==> config.mk <==
export PLATFORM = sky130hd
export DESIGN_NAME = shr_hub
export DESIGN_NICKNAME = d
export VERILOG_FILES = /design/src/shared/shr_pkg.sv /design/src/shr_hub.sv
export VERILOG_INCLUDE_DIRS = /design/src /design/src/shared
export SDC_FILE = /design/constraint.sdc
export NUM_CORES = 1
export LEC_CHECK = 0
export BUFFER_PORTS_ARGS = -buffer_cell sky130_fd_sc_hd__buf_2
export CAP_MARGIN = 20
export CORE_ASPECT_RATIO = 0.9
export CORE_MARGIN = 2
export CORE_UTILIZATION = 50
export DETAILED_ROUTE_END_ITERATION = 6
export HOLD_SLACK_MARGIN = 0.06
export MAX_ROUTING_LAYER = met4
export PLACE_DENSITY_LB_ADDON = 0.15
export SYNTH_ARGS = -nofsm -noshare
export SYNTH_HDL_FRONTEND = slang
export SYNTH_SLANG_ARGS = --single-unit
==> constraint.sdc <==
create_clock -name clk -period 6.9 [get_ports clk]
set_input_delay 0.69 -clock clk [delete_from_list [all_inputs] [get_ports clk]]
set_output_delay 0.69 -clock clk [all_outputs]
set_load 0.005 [all_outputs]
==> src/shared/shr_defs.svh <==
// Constants for the star hub repeater: timing, register map, field layout.
`ifndef SHR_DEFS_SVH
`define SHR_DEFS_SVH

`define SHR_PORTS        12
`define SHR_UPLINK_CH    11
`define SHR_CLK_NS       25
`define SHR_JAB_WARN_MS  27
`define SHR_JAB_KILL_MS  54
`define SHR_JAB_WARN_CYC ((`SHR_JAB_WARN_MS * 1000000) / `SHR_CLK_NS)
`define SHR_JAB_KILL_CYC ((`SHR_JAB_KILL_MS * 1000000) / `SHR_CLK_NS)
`define SHR_JAB_W        22
`define SHR_TEST_STEP    22'h000400
`define SHR_SQ_NS        100
`define SHR_SQ_CYC       ((`SHR_SQ_NS + `SHR_CLK_NS - 1) / `SHR_CLK_NS)
`define SHR_STRETCH_NS   1000
`define SHR_STRETCH_CYC  ((`SHR_STRETCH_NS + `SHR_CLK_NS - 1) / `SHR_CLK_NS)
`define SHR_HALF_BIT_NS  500
`define SHR_HALF_BIT_CYC (`SHR_HALF_BIT_NS / `SHR_CLK_NS)
`define SHR_RT_DLY       8
`define SHR_PRE_CYC      160
`define SHR_MIN_FRAME    2560
`define SHR_CP_HALF      20
`define SHR_FR_W         12

`define SHR_REG_CTRL     8'h00
`define SHR_REG_ACT      8'h04
`define SHR_REG_JAB      8'h08
`define SHR_REG_STATE    8'h0C
`define SHR_CTRL_RST     12'hFFF

`endif

==> src/shared/shr_pkg.sv <==
// Types shared by the star hub repeater.
package shr_pkg;

	typedef struct packed {
		logic min_frame;
		logic pre_regen;
		logic crs_high;
		logic retime;
		logic int_squelch;
		logic ih_role;
		logic normal;
	} shr_mode_t;

	typedef enum logic [1:0] {
		SHR_UP_IDLE,
		SHR_UP_FWD,
		SHR_UP_COLL
	} shr_up_state_t;

endpackage : shr_pkg

==> src/shr_hub.sv <==
// Twelve-port star hub: collision detector, repeater, jabber guard and status.
// Contract
// - Upstream path has up to twelve inputs, one output; downstream one input, twelve outputs.
// - Intermediate role reserves channel 11 for downlink; header role uses it as port.
// - Hub-level pin high selects intermediate role, low selects header role.
// - Operation pin high is normal operation, low is test mode.
// - Squelch pin high applies internal squelch; low expects external pulse stretching.
// - Retimer pin high enables serial retiming; low bypasses it.
// - Bypassed retiming adds only gate-level delay, no bit-period delay; the bypass here adds one 25 ns register stage.
// - Polarity pin high means carriers active high; low means active low.
// - Preamble pin high regenerates lost early preamble; low disables it.
// - Frame-length pin high enforces minimum forwarded frame length; low does not.
// - Activity on more than one upstream input at once is a collision.
// - After collision, send collision presence while any upstream input is active.
// - Single active input is retimed, cleaned of jitter and forwarded upstream.
// - A port transmitting longer than 27 ms triggers collision presence.
// - A port transmitting until 54 ms total is disabled and marked jabbed.
// - A jabbed port is re-enabled only after it returns to idle.
// - Downstream retimes upper-hub signal and replicates it onto every port output.
// - Per-port status outputs show line activity and jabber state.
// - Reversed wire-pair polarity on a port is compensated automatically.
// - Repeater logic handles serial rates up to 2 Mb/s besides the standard rate.
//
// The Wishbone slave port and the register offsets were left to the implementer.
`timescale 1ns/10ps
`default_nettype none
`include "shr_defs.svh"

module shr_hub #(
	parameter int unsigned JAB_WARN_CYC  = `SHR_JAB_WARN_CYC,
	parameter int unsigned JAB_KILL_CYC  = `SHR_JAB_KILL_CYC,
	parameter int unsigned MIN_FRAME_CYC = `SHR_MIN_FRAME,
	parameter int unsigned CP_HALF_CYC   = `SHR_CP_HALF
) (
	input  wire logic              clk,
	input  wire logic              rst_b,
	input  wire shr_pkg::shr_mode_t mode,
	input  wire logic [11:0]       port_crs,
	input  wire logic [11:0]       port_rxd,
	output logic      [11:0]       port_txe_q,
	output logic      [11:0]       port_txd_q,
	output logic                   up_txe_q,
	output logic                   up_txd_q,
	output logic      [11:0]       stat_act_q,
	output logic      [11:0]       stat_jab_q,
	input  wire logic [7:0]        wb_adr_i,
	input  wire logic [31:0]       wb_dat_i,
	input  wire logic [3:0]        wb_sel_i,
	input  wire logic              wb_we_i,
	input  wire logic              wb_cyc_i,
	input  wire logic              wb_stb_i,
	output logic      [31:0]       wb_dat_o,
	output logic                   wb_ack_o
);

	logic [11:0]               car;
	logic [11:0]               dat;
	logic [11:0]               act;
	logic [11:0]               warn;
	logic [11:0]               jab_q;
	logic [11:0]               inv_q;
	logic [11:0]               car_prev_q;
	logic [11:0]               ctrl_en_q;
	logic [`SHR_JAB_W-1:0]     jcnt_q [12];
	logic [3:0]                n_act;
	logic [3:0]                sel_idx;
	logic                      any_act;
	shr_pkg::shr_up_state_t    up_state_q;
	shr_pkg::shr_up_state_t    up_state_d;
	logic                      cp_q;
	logic                      cp_wave_q;
	logic [5:0]                cp_cnt_q;
	logic                      pat_q;
	logic [5:0]                pat_cnt_q;
	logic [2:0]                maj_q;
	logic                      clean;
	logic [`SHR_RT_DLY-1:0]    up_dly_q;
	logic [`SHR_RT_DLY-1:0]    dn_dly_q;
	logic [`SHR_FR_W-1:0]      fr_cnt_q;
	logic                      in_fr_q;
	logic                      up_txe_d;
	logic                      up_txd_d;
	logic                      dn_src_e;
	logic                      dn_src_d;
	logic                      dn_e_q;
	logic                      wb_req;

	// Per-port front end: polarity, squelch, wiring reversal, jabber
	for (genvar i = 0; i < 12; i++) begin : g_port
		logic       raw;
		logic [2:0] sq_q;
		logic [5:0] str_q;
		logic       sq_on;

		assign raw = port_crs[i] ~^ mode.crs_high;
		assign sq_on = (sq_q == 3'(`SHR_SQ_CYC)) || (str_q != 6'h00);

		// Glitches shorter than the qualify time never count as carrier while internal squelch is selected
		always_ff @(posedge clk or negedge rst_b) begin
			if (!rst_b) begin
				sq_q  <= 3'h0;
				str_q <= 6'h00;
			end else begin
				if (!raw)
					sq_q <= 3'h0;
				else if (sq_q != 3'(`SHR_SQ_CYC))
					sq_q <= sq_q + 3'h1;
				if (raw && sq_q == 3'(`SHR_SQ_CYC))
					str_q <= 6'(`SHR_STRETCH_CYC);
				else if (str_q != 6'h00)
					str_q <= str_q - 6'h01;
			end
		end

		assign car[i] = mode.int_squelch ? sq_on : raw;
		assign dat[i] = port_rxd[i] ^ inv_q[i];
		assign warn[i] = jcnt_q[i] > `SHR_JAB_W'(JAB_WARN_CYC);

		// Idle line rests high, so a low first sample means a swapped pair
		always_ff @(posedge clk or negedge rst_b) begin
			if (!rst_b) begin
				car_prev_q[i] <= 1'b0;
				inv_q[i]      <= 1'b0;
			end else begin
				car_prev_q[i] <= car[i];
				if (car[i] && !car_prev_q[i])
					inv_q[i] <= ~port_rxd[i];
			end
		end

		// Test mode speeds the jabber timer up for production checks
		always_ff @(posedge clk or negedge rst_b) begin
			if (!rst_b) begin
				jcnt_q[i] <= '0;
			end else if (!car[i]) begin
				jcnt_q[i] <= '0;
			end else if (jcnt_q[i] < `SHR_JAB_W'(JAB_KILL_CYC)) begin
				jcnt_q[i] <= mode.normal ? jcnt_q[i] + `SHR_JAB_W'(1) : jcnt_q[i] + `SHR_TEST_STEP;
			end
		end

		always_ff @(posedge clk or negedge rst_b) begin
			if (!rst_b)
				jab_q[i] <= 1'b0;
			else if (car[i] && jcnt_q[i] >= `SHR_JAB_W'(JAB_KILL_CYC))
				jab_q[i] <= 1'b1;
			else if (!car[i])
				jab_q[i] <= 1'b0;
		end

		assign act[i] = car[i] && ctrl_en_q[i] && !jab_q[i] && !(mode.ih_role && i == `SHR_UPLINK_CH);

		chk_jab_release: assert property (@(posedge clk) disable iff (!rst_b)
			jab_q[i] && !car[i] |=> !jab_q[i])
			else $error("jabbed port not released at idle");
		chk_jab_needs_time: assert property (@(posedge clk) disable iff (!rst_b)
			$rose(jab_q[i]) |-> $past(jcnt_q[i]) >= `SHR_JAB_W'(JAB_KILL_CYC))
			else $error("port jabbed before kill time");
	end

	function automatic logic [3:0] count_ones(input logic [11:0] v);
		logic [3:0] n;
		n = 4'h0;
		for (int k = 0; k < 12; k++)
			n = n + {3'h0, v[k]};
		return n;
	endfunction

	always_comb begin
		sel_idx = 4'h0;
		for (int k = 11; k >= 0; k--)
			if (act[k])
				sel_idx = 4'(k);
	end

	assign n_act   = count_ones(act);
	assign any_act = n_act != 4'h0;

	// Upstream arbitration
	always_comb begin
		up_state_d = up_state_q;
		case (up_state_q)
			shr_pkg::SHR_UP_IDLE: begin
				if (n_act > 4'h1)
					up_state_d = shr_pkg::SHR_UP_COLL;
				else if (n_act == 4'h1)
					up_state_d = shr_pkg::SHR_UP_FWD;
			end
			shr_pkg::SHR_UP_FWD: begin
				if (n_act > 4'h1)
					up_state_d = shr_pkg::SHR_UP_COLL;
				else if (!any_act)
					up_state_d = shr_pkg::SHR_UP_IDLE;
			end
			shr_pkg::SHR_UP_COLL: begin
				if (!any_act)
					up_state_d = shr_pkg::SHR_UP_IDLE;
			end
			default: up_state_d = shr_pkg::SHR_UP_IDLE;
		endcase
	end

	always_ff @(posedge clk or negedge rst_b) begin
		if (!rst_b)
			up_state_q <= shr_pkg::SHR_UP_IDLE;
		else
			up_state_q <= up_state_d;
	end

	// Collision presence waveform; period is a parameter
	always_ff @(posedge clk or negedge rst_b) begin
		if (!rst_b) begin
			cp_q      <= 1'b0;
			cp_wave_q <= 1'b0;
			cp_cnt_q  <= 6'h00;
		end else begin
			cp_q <= (up_state_d == shr_pkg::SHR_UP_COLL) || ((warn & act) != 12'h000);
			if (cp_cnt_q == 6'(CP_HALF_CYC - 1)) begin
				cp_cnt_q  <= 6'h00;
				cp_wave_q <= ~cp_wave_q;
			end else begin
				cp_cnt_q <= cp_cnt_q + 6'h01;
			end
		end
	end

	// Preamble pattern at the standard bit rate
	always_ff @(posedge clk or negedge rst_b) begin
		if (!rst_b) begin
			pat_q     <= 1'b1;
			pat_cnt_q <= 6'h00;
		end else if (!in_fr_q) begin
			pat_q     <= 1'b1;
			pat_cnt_q <= 6'h00;
		end else if (pat_cnt_q == 6'(`SHR_HALF_BIT_CYC - 1)) begin
			pat_q     <= ~pat_q;
			pat_cnt_q <= 6'h00;
		end else begin
			pat_cnt_q <= pat_cnt_q + 6'h01;
		end
	end

	// Majority of three samples rejects single-sample jitter spikes
	always_ff @(posedge clk or negedge rst_b) begin
		if (!rst_b)
			maj_q <= 3'h7;
		else
			maj_q <= {maj_q[1:0], dat[sel_idx]};
	end

	assign clean = (maj_q[0] & maj_q[1]) | (maj_q[1] & maj_q[2]) | (maj_q[0] & maj_q[2]);

	// Serial retiming line; eight samples still sit well inside a 2 Mb/s bit
	always_ff @(posedge clk or negedge rst_b) begin
		if (!rst_b) begin
			up_dly_q <= '1;
			dn_dly_q <= '1;
		end else begin
			up_dly_q <= {up_dly_q[`SHR_RT_DLY-2:0], clean};
			dn_dly_q <= {dn_dly_q[`SHR_RT_DLY-2:0], dn_src_d};
		end
	end

	// Frame tracking for minimum length and preamble fill
	always_ff @(posedge clk or negedge rst_b) begin
		if (!rst_b) begin
			in_fr_q  <= 1'b0;
			fr_cnt_q <= '0;
		end else if (any_act && !in_fr_q) begin
			in_fr_q  <= 1'b1;
			fr_cnt_q <= '0;
		end else if (in_fr_q) begin
			if (fr_cnt_q != '1)
				fr_cnt_q <= fr_cnt_q + `SHR_FR_W'(1);
			if (!any_act && !(mode.min_frame && fr_cnt_q < `SHR_FR_W'(MIN_FRAME_CYC - 1)))
				in_fr_q <= 1'b0;
		end
	end

	always_comb begin
		up_txe_d = any_act || in_fr_q;
		if (cp_q)
			up_txd_d = cp_wave_q;
		else if (mode.pre_regen && in_fr_q && fr_cnt_q < `SHR_FR_W'(`SHR_PRE_CYC))
			up_txd_d = pat_q;
		else if (!any_act)
			up_txd_d = 1'b1;
		else if (mode.retime)
			up_txd_d = up_dly_q[`SHR_RT_DLY-1];
		else
			up_txd_d = dat[sel_idx];
	end

	always_ff @(posedge clk or negedge rst_b) begin
		if (!rst_b) begin
			up_txe_q <= 1'b0;
			up_txd_q <= 1'b1;
		end else begin
			up_txe_q <= up_txe_d;
			up_txd_q <= up_txd_d;
		end
	end

	// Downstream source: uplink port in intermediate role, own output in header role
	assign dn_src_e = mode.ih_role ? car[`SHR_UPLINK_CH] : up_txe_d;
	assign dn_src_d = mode.ih_role ? dat[`SHR_UPLINK_CH] : up_txd_d;

	always_ff @(posedge clk or negedge rst_b) begin
		if (!rst_b) begin
			dn_e_q     <= 1'b0;
			port_txe_q <= 12'h000;
			port_txd_q <= 12'hFFF;
		end else begin
			dn_e_q     <= dn_src_e;
			port_txe_q <= {12{dn_src_e}};
			port_txd_q <= {12{mode.retime ? dn_dly_q[`SHR_RT_DLY-1] : dn_src_d}};
		end
	end

	always_ff @(posedge clk or negedge rst_b) begin
		if (!rst_b) begin
			stat_act_q <= 12'h000;
			stat_jab_q <= 12'h000;
		end else begin
			stat_act_q <= car;
			stat_jab_q <= jab_q;
		end
	end

	// Wishbone slave: ack one cycle after the strobe, unmapped reads give zero
	assign wb_req = wb_cyc_i && wb_stb_i && !wb_ack_o;

	always_ff @(posedge clk or negedge rst_b) begin
		if (!rst_b)
			wb_ack_o <= 1'b0;
		else
			wb_ack_o <= wb_req;
	end

	always_ff @(posedge clk or negedge rst_b) begin
		if (!rst_b) begin
			ctrl_en_q <= `SHR_CTRL_RST;
		end else if (wb_cyc_i && wb_stb_i && wb_ack_o && wb_we_i && wb_adr_i == `SHR_REG_CTRL) begin
			if (wb_sel_i[0])
				ctrl_en_q[7:0] <= wb_dat_i[7:0];
			if (wb_sel_i[1])
				ctrl_en_q[11:8] <= wb_dat_i[11:8];
		end
	end

	always_ff @(posedge clk or negedge rst_b) begin
		if (!rst_b) begin
			wb_dat_o <= 32'h0000_0000;
		end else if (wb_req && !wb_we_i) begin
			case (wb_adr_i)
				`SHR_REG_CTRL:  wb_dat_o <= {20'h00000, ctrl_en_q};
				`SHR_REG_ACT:   wb_dat_o <= {20'h00000, car};
				`SHR_REG_JAB:   wb_dat_o <= {20'h00000, jab_q};
				`SHR_REG_STATE: wb_dat_o <= {21'h000000, mode, dn_e_q, cp_q, up_txe_q, up_state_q == shr_pkg::SHR_UP_COLL};
				default:        wb_dat_o <= 32'h0000_0000;
			endcase
		end
	end

	chk_coll_detect: assert property (@(posedge clk) disable iff (!rst_b)
		n_act > 4'h1 |=> up_state_q == shr_pkg::SHR_UP_COLL ##1 up_txd_q == $past(cp_wave_q))
		else $error("collision not signalled");
	chk_coll_hold: assert property (@(posedge clk) disable iff (!rst_b)
		up_state_q == shr_pkg::SHR_UP_COLL && any_act |=> up_state_q == shr_pkg::SHR_UP_COLL && cp_q)
		else $error("collision presence dropped while inputs active");
	chk_warn_cp: assert property (@(posedge clk) disable iff (!rst_b)
		(warn & act) != 12'h000 |=> cp_q)
		else $error("long transmission without collision presence");
	chk_ih_reserve: assert property (@(posedge clk) disable iff (!rst_b)
		mode.ih_role |-> !act[`SHR_UPLINK_CH])
		else $error("uplink channel joined upstream arbitration");
	chk_bypass_path: assert property (@(posedge clk) disable iff (!rst_b)
		!mode.retime && n_act == 4'h1 && !cp_q && !(mode.pre_regen && in_fr_q && fr_cnt_q < `SHR_FR_W'(`SHR_PRE_CYC))
		|=> up_txd_q == $past(dat[sel_idx]))
		else $error("bypass added delay");
	chk_dn_replicate: assert property (@(posedge clk) disable iff (!rst_b)
		port_txd_q == {12{port_txd_q[0]}} && port_txe_q == {12{$past(dn_src_e)}})
		else $error("downstream outputs differ");
	chk_min_frame: assert property (@(posedge clk) disable iff (!rst_b)
		mode.min_frame && in_fr_q && fr_cnt_q < `SHR_FR_W'(MIN_FRAME_CYC - 2) |=> in_fr_q && up_txe_q)
		else $error("frame shorter than minimum");
	chk_single_fwd: assert property (@(posedge clk) disable iff (!rst_b)
		n_act == 4'h1 |=> up_txe_q)
		else $error("single input not forwarded");
	chk_wb_ack: assert property (@(posedge clk) disable iff (!rst_b)
		wb_req |=> wb_ack_o ##1 !wb_ack_o)
		else $error("bus answer not a single-cycle ack");

endmodule : shr_hub

`default_nettype wire

## Yosys cells after proc, flatten, opt, wreduce, memory -nomap -nowiden

Index checks and enable logic that the tools add are counted.

| word-level totals | value |
|---|---|
| register bits | 531 |
| input port bits | 80 |
| output and inout bits | 83 |
| logic and storage cells | 618 |

| operators by class | value |
|---|---|
| add/subtract/negate cells | 62 |
| magnitude comparators | 40 |
| eq/ne operators | 71 |
| muxes and demuxes | 158 |
| bitwise operators | 44 |
| reduce and logical (&&, ||, !) cells | 149 |

Operator list:

| cell | count |
|---|---|
| two-way mux 22 bit | 36 |
| adder 22 x 1 -> 22 bit, second input constant | 12 |
| adder 22 x 11 -> 22 bit, second input constant | 12 |
| greater-or-equal comparator 22 bit, second input constant | 12 |
| > comparator 22 x 21 -> 1 bit, second input constant | 12 |
| less-than comparator 22 bit, second input constant | 12 |
| two-way mux 6 bit | 27 |
| inequality test 2 x 1 -> 1 bit, second input constant | 37 |
| logical AND 1 bit | 72 |
| two-way mux 3 bit | 24 |
| nonzero test 6 bit | 12 |
| subtractor 6 x 1 -> 6 bit, second input constant | 12 |
| two-way mux 1 bit | 49 |
| two-way mux 4 bit | 12 |
| one-hot mux 12 bit (4 select lines) | 1 |
| adder 3 x 1 -> 3 bit, second input constant | 12 |
| equality test 3 bit, second input constant | 12 |
| two-way mux 12 bit | 3 |
| inequality test 3 bit, second input constant | 12 |
| adder 4 x 1 -> 4 bit | 8 |
| logical NOT 1 bit | 30 |
| nonzero test 2 bit | 14 |
| equality test 8 x 4 -> 1 bit, second input constant | 2 |
| logical OR 1 bit | 14 |
| 29 further kinds | 75 |

## Logic depth before layout (Yosys ltp)

| depth | value |
|---|---|
| depth after elaboration | 26 |
| mapped depth | 26 |
| mapped depth without buffers | 25 |

## Worst setup path before layout

Ideal clock, no wire load.

| path | value |
|---|---|
| path type | in2reg |
| from | input port mode[4] (netlist bit) |
| to | register fr_cnt_q[7] |
| setup time | 129 ps |
| arrival | 5837 ps |
| slack | 935 ps |
| cell stages on the path | 22 |
| path through | buf_4 > buf_8 > xor2_1 > and2_1 > a311oi_1 > inv_1 > fa_1 > inv_1 > fa_1 > fa_1 > inv_1 > fa_1 > inv_1 > ha_1 > inv_1 > fa_1 > nand3b_1 > nor2_1 > nor2_1 > nor2_1 > o21ai_0 > o21ai_0 |

| between the ends | value |
|---|---|
| word-level cells in the longest chain between the ends | 19 |
| elaborated cells on any way between the ends | 66 |
| those cells by class | add/sub: 11; mux: 13; bitwise: 12; reduce/logical: 30 |

RTL lines:

| what | line | text |
|---|---|---|
| from (decl) | shr_hub.sv:37 | `input wire shr_pkg::shr_mode_t mode,` |
| bitwise XNOR 1 bit | shr_hub.sv:95 | `assign raw = port_crs[i] ~^ mode.crs_high;` |
| two-way mux 1 bit | shr_hub.sv:115 | `assign car[i] = mode.int_squelch ? sq_on : raw;` |
| logical AND 1 bit (2 in series) | shr_hub.sv:151 | `` assign act[i] = car[i] && ctrl_en_q[i] && !jab_q[i] && !(mode.ih_role && i == `SHR_UPLINK_CH); `` |
| adder 1 x 1 -> 2 bit | shr_hub.sv:165 | `n = n + {3'h0, v[k]};` |
| adder 2 x 1 -> 3 bit | shr_hub.sv:165 |  |
| adder 3 x 1 -> 4 bit | shr_hub.sv:165 |  |
| adder 4 x 1 -> 4 bit (7 in series) | shr_hub.sv:165 |  |
| adder 4 x 1 -> 4 bit (*) | shr_hub.sv:165 |  |
| nonzero test 4 bit (*) | shr_hub.sv:177 | `assign any_act = n_act != 4'h0;` |
| logical AND 1 bit (*) | shr_hub.sv:269 | `end else if (any_act && !in_fr_q) begin` |
| nonzero test 2 bit (no source line) | - |  |
| AND reduction 2 bit (no source line) | - |  |
| to (signal assigned) | shr_hub.sv:274 | `` fr_cnt_q <= fr_cnt_q + `SHR_FR_W'(1); `` |
| to (decl) | shr_hub.sv:79 | `` logic [`SHR_FR_W-1:0] fr_cnt_q; `` |

Every way passes the cells marked *; elsewhere a longest branch is shown, timed or not.
A chain may end at the register's enable or synchronous reset.

## Worst setup path after layout

| path | value |
|---|---|
| from | register g_port[0].str_q[1] |
| to | register fr_cnt_q[7] |

| between the ends | value |
|---|---|
| word-level cells in the longest chain between the ends | 20 |
| elaborated cells on any way between the ends | 22 |
| those cells by class | add/sub: 11; mux: 2; reduce/logical: 9 |

RTL lines:

| what | line | text |
|---|---|---|
| from (decl) | shr_hub.sv:92 | `logic [5:0] str_q;` |
| from (signal assigned) | shr_hub.sv:109 | `` str_q <= 6'(`SHR_STRETCH_CYC); `` |
| from (signal assigned) | shr_hub.sv:111 | `str_q <= str_q - 6'h01;` |
| nonzero test 6 bit (*) | shr_hub.sv:96 | `` assign sq_on = (sq_q == 3'(`SHR_SQ_CYC)) \|\| (str_q != 6'h00); `` |
| logical OR 1 bit (*) | shr_hub.sv:96 |  |
| two-way mux 1 bit (*) | shr_hub.sv:115 |  |
| logical AND 1 bit (*) (2 in series) | shr_hub.sv:151 |  |
| adder 1 x 1 -> 2 bit (*) | shr_hub.sv:165 |  |
| adder 2 x 1 -> 3 bit (*) | shr_hub.sv:165 |  |
| adder 3 x 1 -> 4 bit (*) | shr_hub.sv:165 |  |
| adder 4 x 1 -> 4 bit (*) (8 in series) | shr_hub.sv:165 |  |
| nonzero test 4 bit (*) | shr_hub.sv:177 |  |
| logical AND 1 bit (*) | shr_hub.sv:269 |  |
| nonzero test 2 bit (no source line) | - |  |
| AND reduction 2 bit (no source line) | - |  |

Marks and branches as above.

==> reports/metrics.yaml <==
sta:
  rsz0062_at_grt: "no"
  finClkSkew_ns: 0.0165
  layout_setup_ws_ns: 0.879
  setup-violations-final: 0
  finalHoldViolCount: 0
  tns_ns: 0
  maxSlewViolCount: 0
  worstMarginPinSlew_ns: 1.04
  min_period_ns: 6.02
  max-slew-margin-rel_pct: 30.3
  fin_crit_sh_pct: 87.3
  fmax_mhz: 166
setup_path:
  worst_setup_path_end_kind: "register"
  cp_max_fo: 8
  critPathKind: "reg2reg"
  worst_path_most_repeated_cell: "inv_1"
  worstPathArrival_ns: 6.55
  worst_path_largest_cell_delay_ns: 0.57
  worstPathRequired_ns: 7.42
  r2r_start: "g_port[0].str_q[1]"
  reg2reg_to: "fr_cnt_q[7]"
  cp_slowest_cell: "fa_1"
  cp_num_buf_inv: 7
  reg2regPathDepth: 25
  timing.reg2reg.setup_slack_ns: 0.88
  cp.depth: 25
  crit_family: "adder cells"
  start_kind: "register"
placement:
  port_buffers: 120
  pre_cts_ws_ns: 0.432
  place_hpwl_um: 45000
  place_area_um2: 28000
  gp_congestion: 0.938
logic_synthesis:
  async_flop_share_pct: 100
  avgSynthCellArea_um2: 9.33
  synth-edff-count: 0
  seq_area_frac_synth_pct: 46.6
  synth_cell_types: 84
  yosysWarnings: 0
  ys_ff_latch: 498
  syn_area_um2: 26800
  syn_inst: 2877
  ys.flop_type: "dfrtp_1"
drt:
  vias: 20800
  via_per_inst: 5.58
  ant_nets: 0
  wl_um: 63800
  first_pass_iters: 5
  drc: 0
  drt-wirelength-per-cell_um: 17.1
  drtIter0Drc: 1533
grt:
  grt_pass1_wl_um: 105000
  grt_antenna_before_repair: 1
  grt_pass1_vias: 20100
  grt_max_degree: 157
  overflow: 0
  grt_usage_pct: 24.0
final_layout:
  drive_gt1_share_pct: 10.4
  final_common_cell: "dfrtp_1"
  finalNetCount: 3181
  final_cell_mix: "464 x dfrtp_1, 454 x nor2_1, 262 x nand2_1, 162 x xor2_1, 159 x inv_1"
  final_cell_area_um2: 29800
  seq_area_um2: 12500
  nFillCells: 4720
  multi_input_area_um2: 13200
  areaGrowthSynthToFinish_pct: 11.2
clocking:
  post_cts_buffers: 0
  hold_buffers: 0
  tritoncts: "built"
  cts_htree_levels: 2
  clk_pin_slew_worst_paths_ns: 0.06
  cts_num_sinks: 498
  numCtsBuffers: 54
  root_buffer: "clkbuf_16"
  cts_resized: 0
  clk_latency_ns: 0.61
  clk_path_buf_depth: 3
floorplanning:
  die_h_um: 224
  start_util_pct: 50.6
  rows: 80
  io_pins: 163
  die_w_um: 248
  dieArea_um2: 55500
  core_region_area_um2: 53100
power_and_ir_drop:
  ir_drop_mv: 0.267
  p_leak_nw: 13.5
  p_per_area_nw_per_um2: 314
worst_hold_path:
  hold_class: "in2async"
status:
  outcome: "finished, final reports clean"
job:
  maxCapViolCount: 0
## synth_stat cells (46+ instances only)
master	number	area (µm²)
nand2_1	262	983
ha_1	112	1400
o21ai_0	95	475
a21oi_1	150	751
inv_1	159	597
xor2_1	162	1420
nand4_1	69	432
clkbuf_1	60	225
nor3_1	62	310
or3_1	46	288
dfrtp_1	464	11600
xnor2_1	108	946
nand3_1	135	676
nor2_1	454	1700
## logic make-up (layout without fill, tap and decap cells)
logic type,Yosys count,after routing,share of synthesized area (%)
DFF,498,498,46.6
and+or+nand+nor,1233,1233,21.7
adders and majority gates,120,120,5.78
muxes,36,36,1.94
other,1,22,0.0140
AOI/OAI and AO/OA,441,441,10.4
buffers and inverters,275,406,4.54
xor gates and xnor gates,273,273,9.04
## per-stage QoR
stage | total power [mW] | utilization [%] | hold slack, ns | cells
floorplan | 5.72 | - | 0.345 | 2896
global placement | 6.22 | 52.7 | 0.346 | 3622
detailed placement | 6.36 | 52.7 | 0.347 | 3622
CTS | 9.45 | 56.2 | 0.146 | 3723
global route | 9.98 | 56.3 | 0.181 | 3725
finish | 9.36 | 56.3 | 0.131 | 3726
## worst max-delay path by stage
stage	from	end	slack, ns
final	g_port[0].str_q[1]	fr_cnt_q[7]	0.88
after detailed placement	mode[4]	fr_cnt_q[7]	0.43
after CTS	g_port[0].str_q[1]	fr_cnt_q[7]	0.88
after global routing	g_port[0].str_q[0]	fr_cnt_q[7]	0.44
after floorplan	mode[4]	fr_cnt_q[7]	0.93
after global placement	mode[4]	fr_cnt_q[7]	0.55
## cell type report
class                   instances  area share, %
flip-flops and latches        498           41.9
diodes                          2         0.0168
repair buffers                143           2.77
well taps                     697           2.92
clock buffers                  75           5.10
inverters                     162           2.04
clock inverters                26           1.09
multi-input cells            2123           44.2
## registers in the layout, indices dropped and copies added (netlist names), 8 cells and up
register	flops
wb_dat_o	12
stat_jab_q	12
dn_dly_q	8
up_dly_q	8
g_port.sq_q	36
inv_q	12
stat_act_q	11
fr_cnt_q	12
g_port.str_q	72
ctrl_en_q	12
jcnt_q	264
jab_q	12
## per-layer routing
metal	GRT usage [%]	wire, µm	vias up
met4	7.32	1750	0
met3	2.96	2660	108
met2	37.2	29500	389
met1	33.2	29900	10200
met5	-	0	-
li1	-	-	10100
## report_power, final
| group | switching [mW] | total, mW | internal, mW |
|---|---|---|---|
| clock network | 1.23 | 3.03 | 1.80 |
| registers | 0.608 | 4.14 | 3.53 |
| logic | 1.24 | 2.19 | 0.950 |
| total | 3.07 | 9.36 | 6.29 |
(Power assumes the default switching activity.)
